## src/conv_clock_defines.svh

```systemverilog
`ifndef CONV_CLOCK_DEFINES_SVH
`define CONV_CLOCK_DEFINES_SVH

// ----------------------------------------
// Register offsets
// ----------------------------------------
`define OFS_CLOCK_ONE 12'h320
`define OFS_CLOCK_TWO 12'h324
`define OFS_GEN_ENABLE 12'h33C
`define OFS_SIGNAL_ROUTE 12'h340
`define OFS_SIGNAL_STATUS 12'h344

// ----------------------------------------
// Field positions
// ----------------------------------------
`define SRC_MSB 30
`define SRC_LSB 29
`define DIV_MSB 27
`define DIV_LSB 0
`define RUN_TWO_BIT 1
`define ROUTE_IO_LSB 0
`define ROUTE_DRIVE_LSB 4
`define ROUTE_SEQ_SEL_BIT 8

// ----------------------------------------
// Reset values and codes
// ----------------------------------------
`define CLOCK_CFG_RESET 32'h0FFFFFFF
`define SRC_20_MHZ 2'h0
`define SRC_22_MHZ 2'h1
`define SRC_60_MHZ 2'h2
`define SRC_RESERVED 2'h3
`define DIV_RESET 28'hFFFFFFF

`endif

```

## src/conv_clock_pkg.sv

```systemverilog
`default_nettype none
package conv_clock_pkg;

  typedef struct packed {
    logic [1:0] src;
    logic [27:0] div;
  } gen_cfg_s;

  typedef struct packed {
    logic seq_clock_two;
    logic [2:0] drive_out;
    logic [2:0] from_io;
  } route_s;

  typedef struct packed {
    logic level;
    logic tick;
  } conv_sig_s;

  typedef enum logic [1:0] {
    GEN_IDLE = 2'b01,
    GEN_RUN = 2'b10
  } gen_state_e;

endpackage
`default_nettype wire

```

## src/clock_divider_gen.sv

```systemverilog
`timescale 1ns/100ps
`default_nettype none
`include "conv_clock_defines.svh"
module clock_divider_gen
#(
  parameter int DIV_W = 28
)
(
  input wire logic clock_i,
  input wire logic arst_n_i,
  input wire logic run_i,
  input wire logic [2:0] src_tick_i,
  input var conv_clock_pkg::gen_cfg_s cfg_i,
  output var conv_clock_pkg::conv_sig_s sig_o
);
  import conv_clock_pkg::*;

  gen_state_e state_reg;
  gen_state_e state_next;
  logic [DIV_W-1:0] count_reg;
  logic [DIV_W-1:0] count_next;
  logic [DIV_W-1:0] div_reg;
  logic [DIV_W-1:0] div_next;
  conv_sig_s sig_reg;
  conv_sig_s sig_next;
  logic src_tick;
  logic [DIV_W:0] half;

  // ----------------------------------------
  // Source tick pick
  // ----------------------------------------
  function automatic logic pick_tick(input logic [1:0] src, input logic [2:0] ticks);
    logic t;
    t = 1'b0;
    unique case (src)
      `SRC_20_MHZ: t = ticks[0];
      `SRC_22_MHZ: t = ticks[1];
      `SRC_60_MHZ: t = ticks[2];
      `SRC_RESERVED: t = 1'b0;
    endcase
    return t;
  endfunction

  always_comb
  begin
    src_tick = pick_tick(cfg_i.src, src_tick_i);
    half = ({1'b0, div_reg} + {{DIV_W{1'b0}}, 1'b1}) >> 1;
    state_next = state_reg;
    count_next = count_reg;
    div_next = div_reg;
    sig_next.tick = 1'b0;
    sig_next.level = 1'b0;
    unique case (state_reg)
      GEN_IDLE:
      begin
        count_next = '0;
        div_next = cfg_i.div;
        if (run_i && (cfg_i.src != `SRC_RESERVED))
        begin
          state_next = GEN_RUN;
        end
      end
      GEN_RUN:
      begin
        sig_next.level = ({1'b0, count_reg} < half);
        if (!run_i || (cfg_i.src == `SRC_RESERVED))
        begin
          state_next = GEN_IDLE;
          sig_next.level = 1'b0;
        end
        else if (src_tick)
        begin
          if (count_reg == div_reg)
          begin
            count_next = '0;
            sig_next.tick = 1'b1;
            div_next = cfg_i.div;
          end
          else
          begin
            count_next = count_reg + {{(DIV_W-1){1'b0}}, 1'b1};
          end
        end
      end
      default:
      begin
        state_next = GEN_IDLE;
      end
    endcase
  end

  always_ff @(posedge clock_i or negedge arst_n_i)
  begin
    if (!arst_n_i)
    begin
      state_reg <= GEN_IDLE;
      count_reg <= '0;
      div_reg <= {DIV_W{1'b1}};
      sig_reg <= '0;
    end
    else
    begin
      state_reg <= state_next;
      count_reg <= count_next;
      div_reg <= div_next;
      sig_reg <= sig_next;
    end
  end

  assign sig_o = sig_reg;
endmodule
`default_nettype wire

```

## src/conversion_clock_generators.sv

```systemverilog
`timescale 1ns/100ps
`default_nettype none
`include "conv_clock_defines.svh"
module conversion_clock_generators
#(
  parameter int ADDR_W = 12,
  parameter int DIV_W = 28
)
(
  input wire logic clock_i,
  input wire logic arst_n_i,
  input wire logic [ADDR_W-1:0] addr_i,
  input wire logic [31:0] wdata_i,
  input wire logic wr_i,
  input wire logic rd_i,
  output logic [31:0] rdata_o,
  input wire logic seq_mode_i,
  input wire logic [2:0] src_tick_i,
  input wire logic frame_gen_i,
  input wire logic [2:0] io_conv_i,
  output logic [2:0] io_conv_o,
  output logic [2:0] io_conv_oe_o,
  output logic conv_clock_one_o,
  output logic conv_clock_two_o,
  output logic seq_conv_tick_o,
  output logic frame_start_o
);
  import conv_clock_pkg::*;

  // ----------------------------------------
  // Register state
  // ----------------------------------------
  gen_cfg_s cfg_one_reg;
  gen_cfg_s cfg_one_next;
  gen_cfg_s cfg_two_reg;
  gen_cfg_s cfg_two_next;
  logic run_two_reg;
  logic run_two_next;
  route_s route_reg;
  route_s route_next;
  logic [31:0] rdata_reg;
  logic [31:0] rdata_next;

  // ----------------------------------------
  // Signal path state
  // ----------------------------------------
  logic [2:0] io_prev_reg;
  logic [2:0] io_prev_next;
  logic [2:0] level_reg;
  logic [2:0] level_next;
  logic [2:0] io_out_reg;
  logic [2:0] io_out_next;
  logic [2:0] io_oe_reg;
  logic [2:0] io_oe_next;
  logic seq_tick_reg;
  logic seq_tick_next;
  logic frame_prev_reg;
  logic frame_prev_next;
  logic frame_pending_reg;
  logic frame_pending_next;
  logic frame_start_reg;
  logic frame_start_next;

  conv_sig_s sig_one;
  conv_sig_s sig_two;
  logic [2:0] gen_level;
  logic [2:0] gen_tick;
  logic [2:0] sel_level;
  logic [2:0] sel_tick;
  logic seq_tick;
  logic frame_rise;
  logic [2:0] io_rise;

  // ----------------------------------------
  // Address decode
  // ----------------------------------------
  function automatic logic hit(input logic [ADDR_W-1:0] addr, input logic [11:0] ofs);
    return addr == ADDR_W'(ofs);
  endfunction

  function automatic logic [31:0] pack_cfg(input gen_cfg_s cfg);
    return {1'b0, cfg.src, 1'b0, cfg.div};
  endfunction

  function automatic gen_cfg_s unpack_cfg(input logic [31:0] data);
    gen_cfg_s cfg;
    cfg.src = data[`SRC_MSB:`SRC_LSB];
    cfg.div = data[`DIV_MSB:`DIV_LSB];
    return cfg;
  endfunction

  function automatic route_s unpack_route(input logic [31:0] data);
    route_s route;
    route.from_io = data[`ROUTE_IO_LSB+2:`ROUTE_IO_LSB];
    route.drive_out = data[`ROUTE_DRIVE_LSB+2:`ROUTE_DRIVE_LSB];
    route.seq_clock_two = data[`ROUTE_SEQ_SEL_BIT];
    return route;
  endfunction

  function automatic logic [31:0] pack_route(input route_s route);
    logic [31:0] data;
    data = 32'h00000000;
    data[`ROUTE_IO_LSB+2:`ROUTE_IO_LSB] = route.from_io;
    data[`ROUTE_DRIVE_LSB+2:`ROUTE_DRIVE_LSB] = route.drive_out;
    data[`ROUTE_SEQ_SEL_BIT] = route.seq_clock_two;
    return data;
  endfunction

  function automatic logic [31:0] pack_status(input logic [2:0] levels, input logic pending);
    logic [31:0] data;
    data = 32'h00000000;
    data[2:0] = levels;
    data[4] = pending;
    return data;
  endfunction

  // ----------------------------------------
  // Register file
  // ----------------------------------------
  always_comb
  begin
    cfg_one_next = cfg_one_reg;
    cfg_two_next = cfg_two_reg;
    run_two_next = run_two_reg;
    route_next = route_reg;
    rdata_next = 32'h00000000;
    if (wr_i)
    begin
      if (hit(addr_i, `OFS_CLOCK_ONE))
      begin
        cfg_one_next = unpack_cfg(wdata_i);
      end
      if (hit(addr_i, `OFS_CLOCK_TWO))
      begin
        cfg_two_next = unpack_cfg(wdata_i);
      end
      if (hit(addr_i, `OFS_GEN_ENABLE))
      begin
        run_two_next = wdata_i[`RUN_TWO_BIT];
      end
      if (hit(addr_i, `OFS_SIGNAL_ROUTE))
      begin
        route_next = unpack_route(wdata_i);
      end
    end
    if (rd_i)
    begin
      if (hit(addr_i, `OFS_CLOCK_ONE))
      begin
        rdata_next = pack_cfg(cfg_one_reg);
      end
      else if (hit(addr_i, `OFS_CLOCK_TWO))
      begin
        rdata_next = pack_cfg(cfg_two_reg);
      end
      else if (hit(addr_i, `OFS_GEN_ENABLE))
      begin
        rdata_next[`RUN_TWO_BIT] = run_two_reg;
      end
      else if (hit(addr_i, `OFS_SIGNAL_ROUTE))
      begin
        rdata_next = pack_route(route_reg);
      end
      else if (hit(addr_i, `OFS_SIGNAL_STATUS))
      begin
        rdata_next = pack_status(level_reg, frame_pending_reg);
      end
    end
  end

  always_ff @(posedge clock_i or negedge arst_n_i)
  begin
    if (!arst_n_i)
    begin
      cfg_one_reg <= {`SRC_20_MHZ, `DIV_RESET};
      cfg_two_reg <= {`SRC_20_MHZ, `DIV_RESET};
      run_two_reg <= 1'b0;
      route_reg <= '0;
      rdata_reg <= 32'h00000000;
    end
    else
    begin
      cfg_one_reg <= cfg_one_next;
      cfg_two_reg <= cfg_two_next;
      run_two_reg <= run_two_next;
      route_reg <= route_next;
      rdata_reg <= rdata_next;
    end
  end

  // ----------------------------------------
  // On-board generators
  // ----------------------------------------
  clock_divider_gen #(
    .DIV_W(DIV_W)
  ) u_gen_one (
    .clock_i(clock_i),
    .arst_n_i(arst_n_i),
    .run_i(seq_mode_i),
    .src_tick_i(src_tick_i),
    .cfg_i(cfg_one_reg),
    .sig_o(sig_one)
  );

  clock_divider_gen #(
    .DIV_W(DIV_W)
  ) u_gen_two (
    .clock_i(clock_i),
    .arst_n_i(arst_n_i),
    .run_i(seq_mode_i && run_two_reg),
    .src_tick_i(src_tick_i),
    .cfg_i(cfg_two_reg),
    .sig_o(sig_two)
  );

  assign gen_level = {frame_gen_i, sig_two.level, sig_one.level};
  assign gen_tick = {frame_gen_i && !frame_prev_reg, sig_two.tick, sig_one.tick};

  // ----------------------------------------
  // Per-signal source pick
  // ----------------------------------------
  assign io_rise = io_conv_i & ~io_prev_reg;

  genvar ch;
  generate
    for (ch = 0; ch < 3; ch++)
    begin : g_chan
      // Generator or I/O line; I/O tick marks a rising edge, generator tick comes from gen_tick
      assign sel_level[ch] = route_reg.from_io[ch] ? io_conv_i[ch] : gen_level[ch];
      assign sel_tick[ch] = route_reg.from_io[ch] ? io_rise[ch] : gen_tick[ch];
    end
  endgenerate

  assign seq_tick = route_reg.seq_clock_two ? sel_tick[1] : sel_tick[0];
  assign frame_rise = sel_tick[2];

  // ----------------------------------------
  // Signal path
  // ----------------------------------------
  always_comb
  begin
    io_prev_next = io_conv_i;
    frame_prev_next = frame_gen_i;
    level_next = '0;
    io_out_next = '0;
    io_oe_next = '0;
    seq_tick_next = 1'b0;
    frame_start_next = 1'b0;
    frame_pending_next = 1'b0;
    if (seq_mode_i)
    begin
      level_next = sel_level;
      io_oe_next = route_reg.drive_out & ~route_reg.from_io;
      io_out_next = gen_level & io_oe_next;
      seq_tick_next = seq_tick;
      frame_pending_next = frame_pending_reg;
      if (seq_tick && (frame_pending_reg || frame_rise))
      begin
        frame_start_next = 1'b1;
        frame_pending_next = 1'b0;
      end
      if (frame_rise && !seq_tick)
      begin
        frame_pending_next = 1'b1;
      end
    end
  end

  always_ff @(posedge clock_i or negedge arst_n_i)
  begin
    if (!arst_n_i)
    begin
      io_prev_reg <= '0;
      frame_prev_reg <= 1'b0;
      level_reg <= '0;
      io_out_reg <= '0;
      io_oe_reg <= '0;
      seq_tick_reg <= 1'b0;
      frame_start_reg <= 1'b0;
      frame_pending_reg <= 1'b0;
    end
    else
    begin
      io_prev_reg <= io_prev_next;
      frame_prev_reg <= frame_prev_next;
      level_reg <= level_next;
      io_out_reg <= io_out_next;
      io_oe_reg <= io_oe_next;
      seq_tick_reg <= seq_tick_next;
      frame_start_reg <= frame_start_next;
      frame_pending_reg <= frame_pending_next;
    end
  end

  // ----------------------------------------
  // Outputs
  // ----------------------------------------
  assign rdata_o = rdata_reg;
  assign io_conv_o = io_out_reg;
  assign io_conv_oe_o = io_oe_reg;
  assign conv_clock_one_o = level_reg[0];
  assign conv_clock_two_o = level_reg[1];
  assign seq_conv_tick_o = seq_tick_reg;
  assign frame_start_o = frame_start_reg;
endmodule
`default_nettype wire

```

## config.mk

```make
export PLATFORM = sky130hd
export DESIGN_NAME = conversion_clock_generators
export DESIGN_NICKNAME = d
export VERILOG_FILES = /design/src/conv_clock_pkg.sv /design/src/clock_divider_gen.sv /design/src/conversion_clock_generators.sv
export VERILOG_INCLUDE_DIRS = /design/src
export SDC_FILE = /design/constraint.sdc
export NUM_CORES = 1
export LEC_CHECK = 0
export BUFFER_PORTS_ARGS = -buffer_cell sky130_fd_sc_hd__buf_4
export CAP_MARGIN = 20
export CORE_UTILIZATION = 55
export DETAILED_ROUTE_END_ITERATION = 10
export PLACE_DENSITY = 0.81
export SLEW_MARGIN = 25
export SYNTH_ARGS = -nofsm -noshare
export SYNTH_HDL_FRONTEND = slang
export SYNTH_SLANG_ARGS = --single-unit
```

## constraint.sdc

```tcl
create_clock -name clock_i -period 3.2 [get_ports clock_i]
set_input_delay 0.32 -clock clock_i [delete_from_list [all_inputs] [get_ports clock_i]]
set_output_delay 0.32 -clock clock_i [all_outputs]
set_load 0.005 [all_outputs]
```

==> qor.csv <==
stage,metric,value,unit
run_status,status,"complete, no violations",
sta,total negative slack,0,ps
setup_path,Worst setup endpoint,u_gen_two.sig_o[1],
setup_path,register-to-register setup slack,170,ps
floorplan,Die X-Extent,156,microns
setup_path,Setup crit start,u_gen_two.div_reg[12],
clock_tree,clock tree buffer depth,3,
global_route,Total GRT Usage,26.1,%
power,Switch Pwr,1.87,mW
clock_tree,TritonCTS clock tree,done,
setup_path,Crit. End Element,flip-flop,
finish,# diodes,0,
routing,# DRC,0,
placement,port bufs,93,
sta,worst slew pin tran,836,ps
floorplan,Site Rows,56,
finish,Final nets,1395,
sta,Max Slew Vio Count,0,
yosys,"FF+latch count, synth",234,
placement,Final GP Congestion,0.903,
setup_path,CP most frequent cell,nand4_1,
setup_path,RR Endpoint,u_gen_two.sig_o[1],
setup_path,Crit path max-delay family,simple AND/OR/NAND/NOR gates,
sta,Final period util,94.6,%
floorplan,height of the die,156,microns
setup_path,Crit path largest cell delay,590,ps
global_route,antenna violations before repair,0,
sta,Slew headroom,44.3,%
setup_path,cells along the critical path,and4_1 > and3_1 > nand4_1 > nor4_2 > xnor2_1 > ha_1 > nand4_1 > nor2_1 > nand2_1 > nor4_1 > nor3_1,
routing,Routed Antenna Nets,0,
routing,via-per-instance ratio,5.92,
yosys,Gate Count Post-Synth,1168,
sta,final critical-path required period,3030,ps
setup_path,critical path type,reg -> reg,
global_route,global route hottest layer,met2,
power,Clk pwr share,43.6,%
clock_tree,clock buffer count from CTS,26,
global_route,vias in the first global route,9411,
global_route,total gr overflow,0,
setup_path,cell count along the critical path,11,
global_route,largest net degree at the start of global routing,96,
setup_path,Worst path slowest cell,dfstp_2,
setup_path,crit path launch type,flip-flop,
yosys,ys flop type,dfrtp_1,
yosys,Syn. warnings,0,
finish,filler instances,1800,
yosys,post-synth top area cell,dfrtp_1,
clock_tree,Clock Root Buffer,clkbuf_16,
yosys,"Seq/Total Area, Yosys",45.8,%
yosys,"top cells by area, synth","dfrtp_1, dfstp_2, mux2_2, ha_1, xnor2_1",
setup_path,crit-path max FO,5,
yosys,Yosys top cell area share,22.9,%
global_route,first-pass GRT wire length,50.2,mm
global_route,global-route met1 utilization,37.1,%
hold_path,min-delay worst type,in -> reg,
routing,drt total wl,31.1,mm
floorplan,initial core utilization,56.0,%
finish,fraction of layout cells with a size suffix above 1,32.8,%
sta,Final setup violation count,0,
routing,1st-iter DRT viols,614,
power,Comb pwr share,13.7,%
power,Leak,6.51,nW
floorplan,die area,24400,sq um
sta,hold slack,27.2,ps
clock_tree,# Post-CTS Setup Buffers,0,
clock_tree,Clock Pin Slew Worst Setup and Hold Paths,70,ps
setup_path,worst path bufs/invs,0,
clock_tree,worst-skew pair later-pin latency,540,ps
floorplan,I/O Pins,98,
clock_tree,CTS sink count,234,
power,power share of the sequential group,42.7,%
global_route,met2 usage,40.6,%
run,maxcap violations,0,
sta,maximum clock rate,330,MHz
setup_path,CP arrival,3440,ps
sta,"Hold Vio Cnt, Final",0,
clock_tree,H-tree depth,1,
setup_path,r2r worst-path depth,11,
yosys,Syn Area/Cell,11.2,sq um
power,Int Pwr,5.25,mW
power,pwr dens,469,nW/um^2
sta,Max Clock Skew,14.2,ps
routing,vias,9550,
setup_path,CP Data Required Time,3610,ps
global_route,met3 GRT Util,4.54,%
routing,TritonRoute pass-1 iters,6,
yosys,Syn Std Cell Area,13100,sq um
power,Net Sw Frac,26.3,%
finish,Area Growth Syn to Fin,15.8,%
power,Total Power,7.11,mW
placement,hpwl dp,22.2,mm
yosys,fraction of registers with async set/reset,100,%
yosys,"EDFF count, synth",0,
yosys,distinct cell type count after synthesis,66,
routing,DR WL/cell,19.3,microns
floorplan,Placeable Area,23400,sq um
setup_path,r2r startpoint,u_gen_two.div_reg[12],
power,Max VDD drop,0.399,mV
==> cells in the mapped netlist (2+ instances only) <==
master,instances
dfrtp_1,120
dfstp_2,114
mux2_2,89
nand2_1,73
xnor2_1,69
ha_1,64
xor2_1,59
nand4_1,53
nand3_1,50
nor2_1,49
o21ai_0,42
mux2_4,40
nor2b_1,39
a21oi_1,33
inv_1,29
clkbuf_1,26
and3_1,24
a22oi_1,23
a21o_1,17
and4_1,15
nor3_1,15
or3_1,15
and2_1,13
a222oi_1,7
buf_6,7
nor4_1,7
a211oi_1,6
buf_2,6
nand2b_1,6
a21boi_0,5
a2111oi_0,4
o21a_1,4
mux2i_1,3
o211ai_1,3
o311ai_0,3
a221oi_1,2
buf_4,2
nand4b_1,2
nor4_4,2
o22ai_1,2
==> placed cells by master (no fill, tap or decap), types with 13 or more instances in the layout <==
cell         n
xor2_1      59
ha_1        64
clkbuf_16   27
nor2b_1     39
mux2_4      40
a21oi_1     33
nand4_1     53
a22oi_1     23
inv_1       29
dfstp_2    114
a21o_1      17
nand2_1     73
mux2_2      89
and2_1      13
xnor2_1     69
dfrtp_1    120
and4_1      14
o21ai_0     42
nor2_1      46
and3_1      24
or3_1       15
buf_4      111
nor3_1      13
nand3_1     50
==> cell families after synthesis <==
group	after synthesis	share of synthesized area (%)
flops	234	45.8
buf+inv	71	2.55
xor+xnor	129	8.68
compound gates	165	8.79
mux	132	12.5
fa+ha+maj	64	6.11
other cells	1	0.0286
simple gates	372	15.6
==> per-layer routing <==
metal	up-vias	share of wire [%]
met3	54	6.7
met2	314	45
met5	-	0
li1	4432	-
met1	4750	46
met4	0	2.8
==> final cells by class <==
class / count / area (sq um) / area share (%)
clock buffers: 36 / 739 / 4.87
clock inverters: 12 / 151 / 0.998
inverters: 29 / 109 / 0.718
multi-input cells: 864 / 6820 / 44.9
flip-flops and latches: 234 / 6000 / 39.5
well taps: 319 / 399 / 2.63
repair buffers: 120 / 958 / 6.32
==> timing repair <==
| item | in CTS | in global routing |
|---|---|---|
| endpoints found under the setup margin | 0 | 2 |
| hold buffers | 5 | 0 |
| gates resized for setup | 0 | 8 |
| endpoints found under the hold margin | 55 | 0 |
==> worst min path at each step <==
stage | slack [ps] | endpoint | from | cells past startpoint
after floorplan | 20 | cfg_one_reg[28] | arst_n_i | 0
after global placement | 390 | u_gen_two.count_reg[27] | arst_n_i | 1
after detailed placement | 390 | u_gen_two.count_reg[26] | arst_n_i | 1
after CTS | 20 | cfg_one_reg[11] | wdata_i[11] | 2
after global routing | 20 | cfg_one_reg[11] | wdata_i[11] | 2
final | 30 | cfg_one_reg[11] | wdata_i[11] | 2
==> power groups by stage <==
stage / clock [mW] / sequential, mW / combinational [mW]
2_1_floorplan: 0 / 3.08 / 0.649
3_3_place_gp: 0 / 3.09 / 0.929
3_5_place_dp: 0 / 3.09 / 0.955
4_1_cts: 3.14 / 3.04 / 0.964
5_1_grt: 3.26 / 3.04 / 1.06
6_report: 3.10 / 3.04 / 0.972
==> stage by stage <==
stage	util (%)	setup WS (ps)	instances	instance area, sq um
6_report	64.8	174	1614	15200
5_1_grt	64.8	-54.3	1614	15200
4_1_cts	64.7	176	1614	15100
3_5_place_dp	60.7	188	1561	14200
3_3_place_gp	60.7	228	1561	14200
2_1_floorplan	-	217	1169	13100
==> worst reg2reg max path, cell delays in order, from the launching register on <==
cell,delay [ps]
dfstp_2,590
and4_1,240
and3_1,260
nand4_1,180
nor4_2,390
xnor2_1,120
ha_1,310
nand4_1,120
nor2_1,190
nand2_1,110
nor4_1,300
nor3_1,100
(Power assumes the default switching activity.)
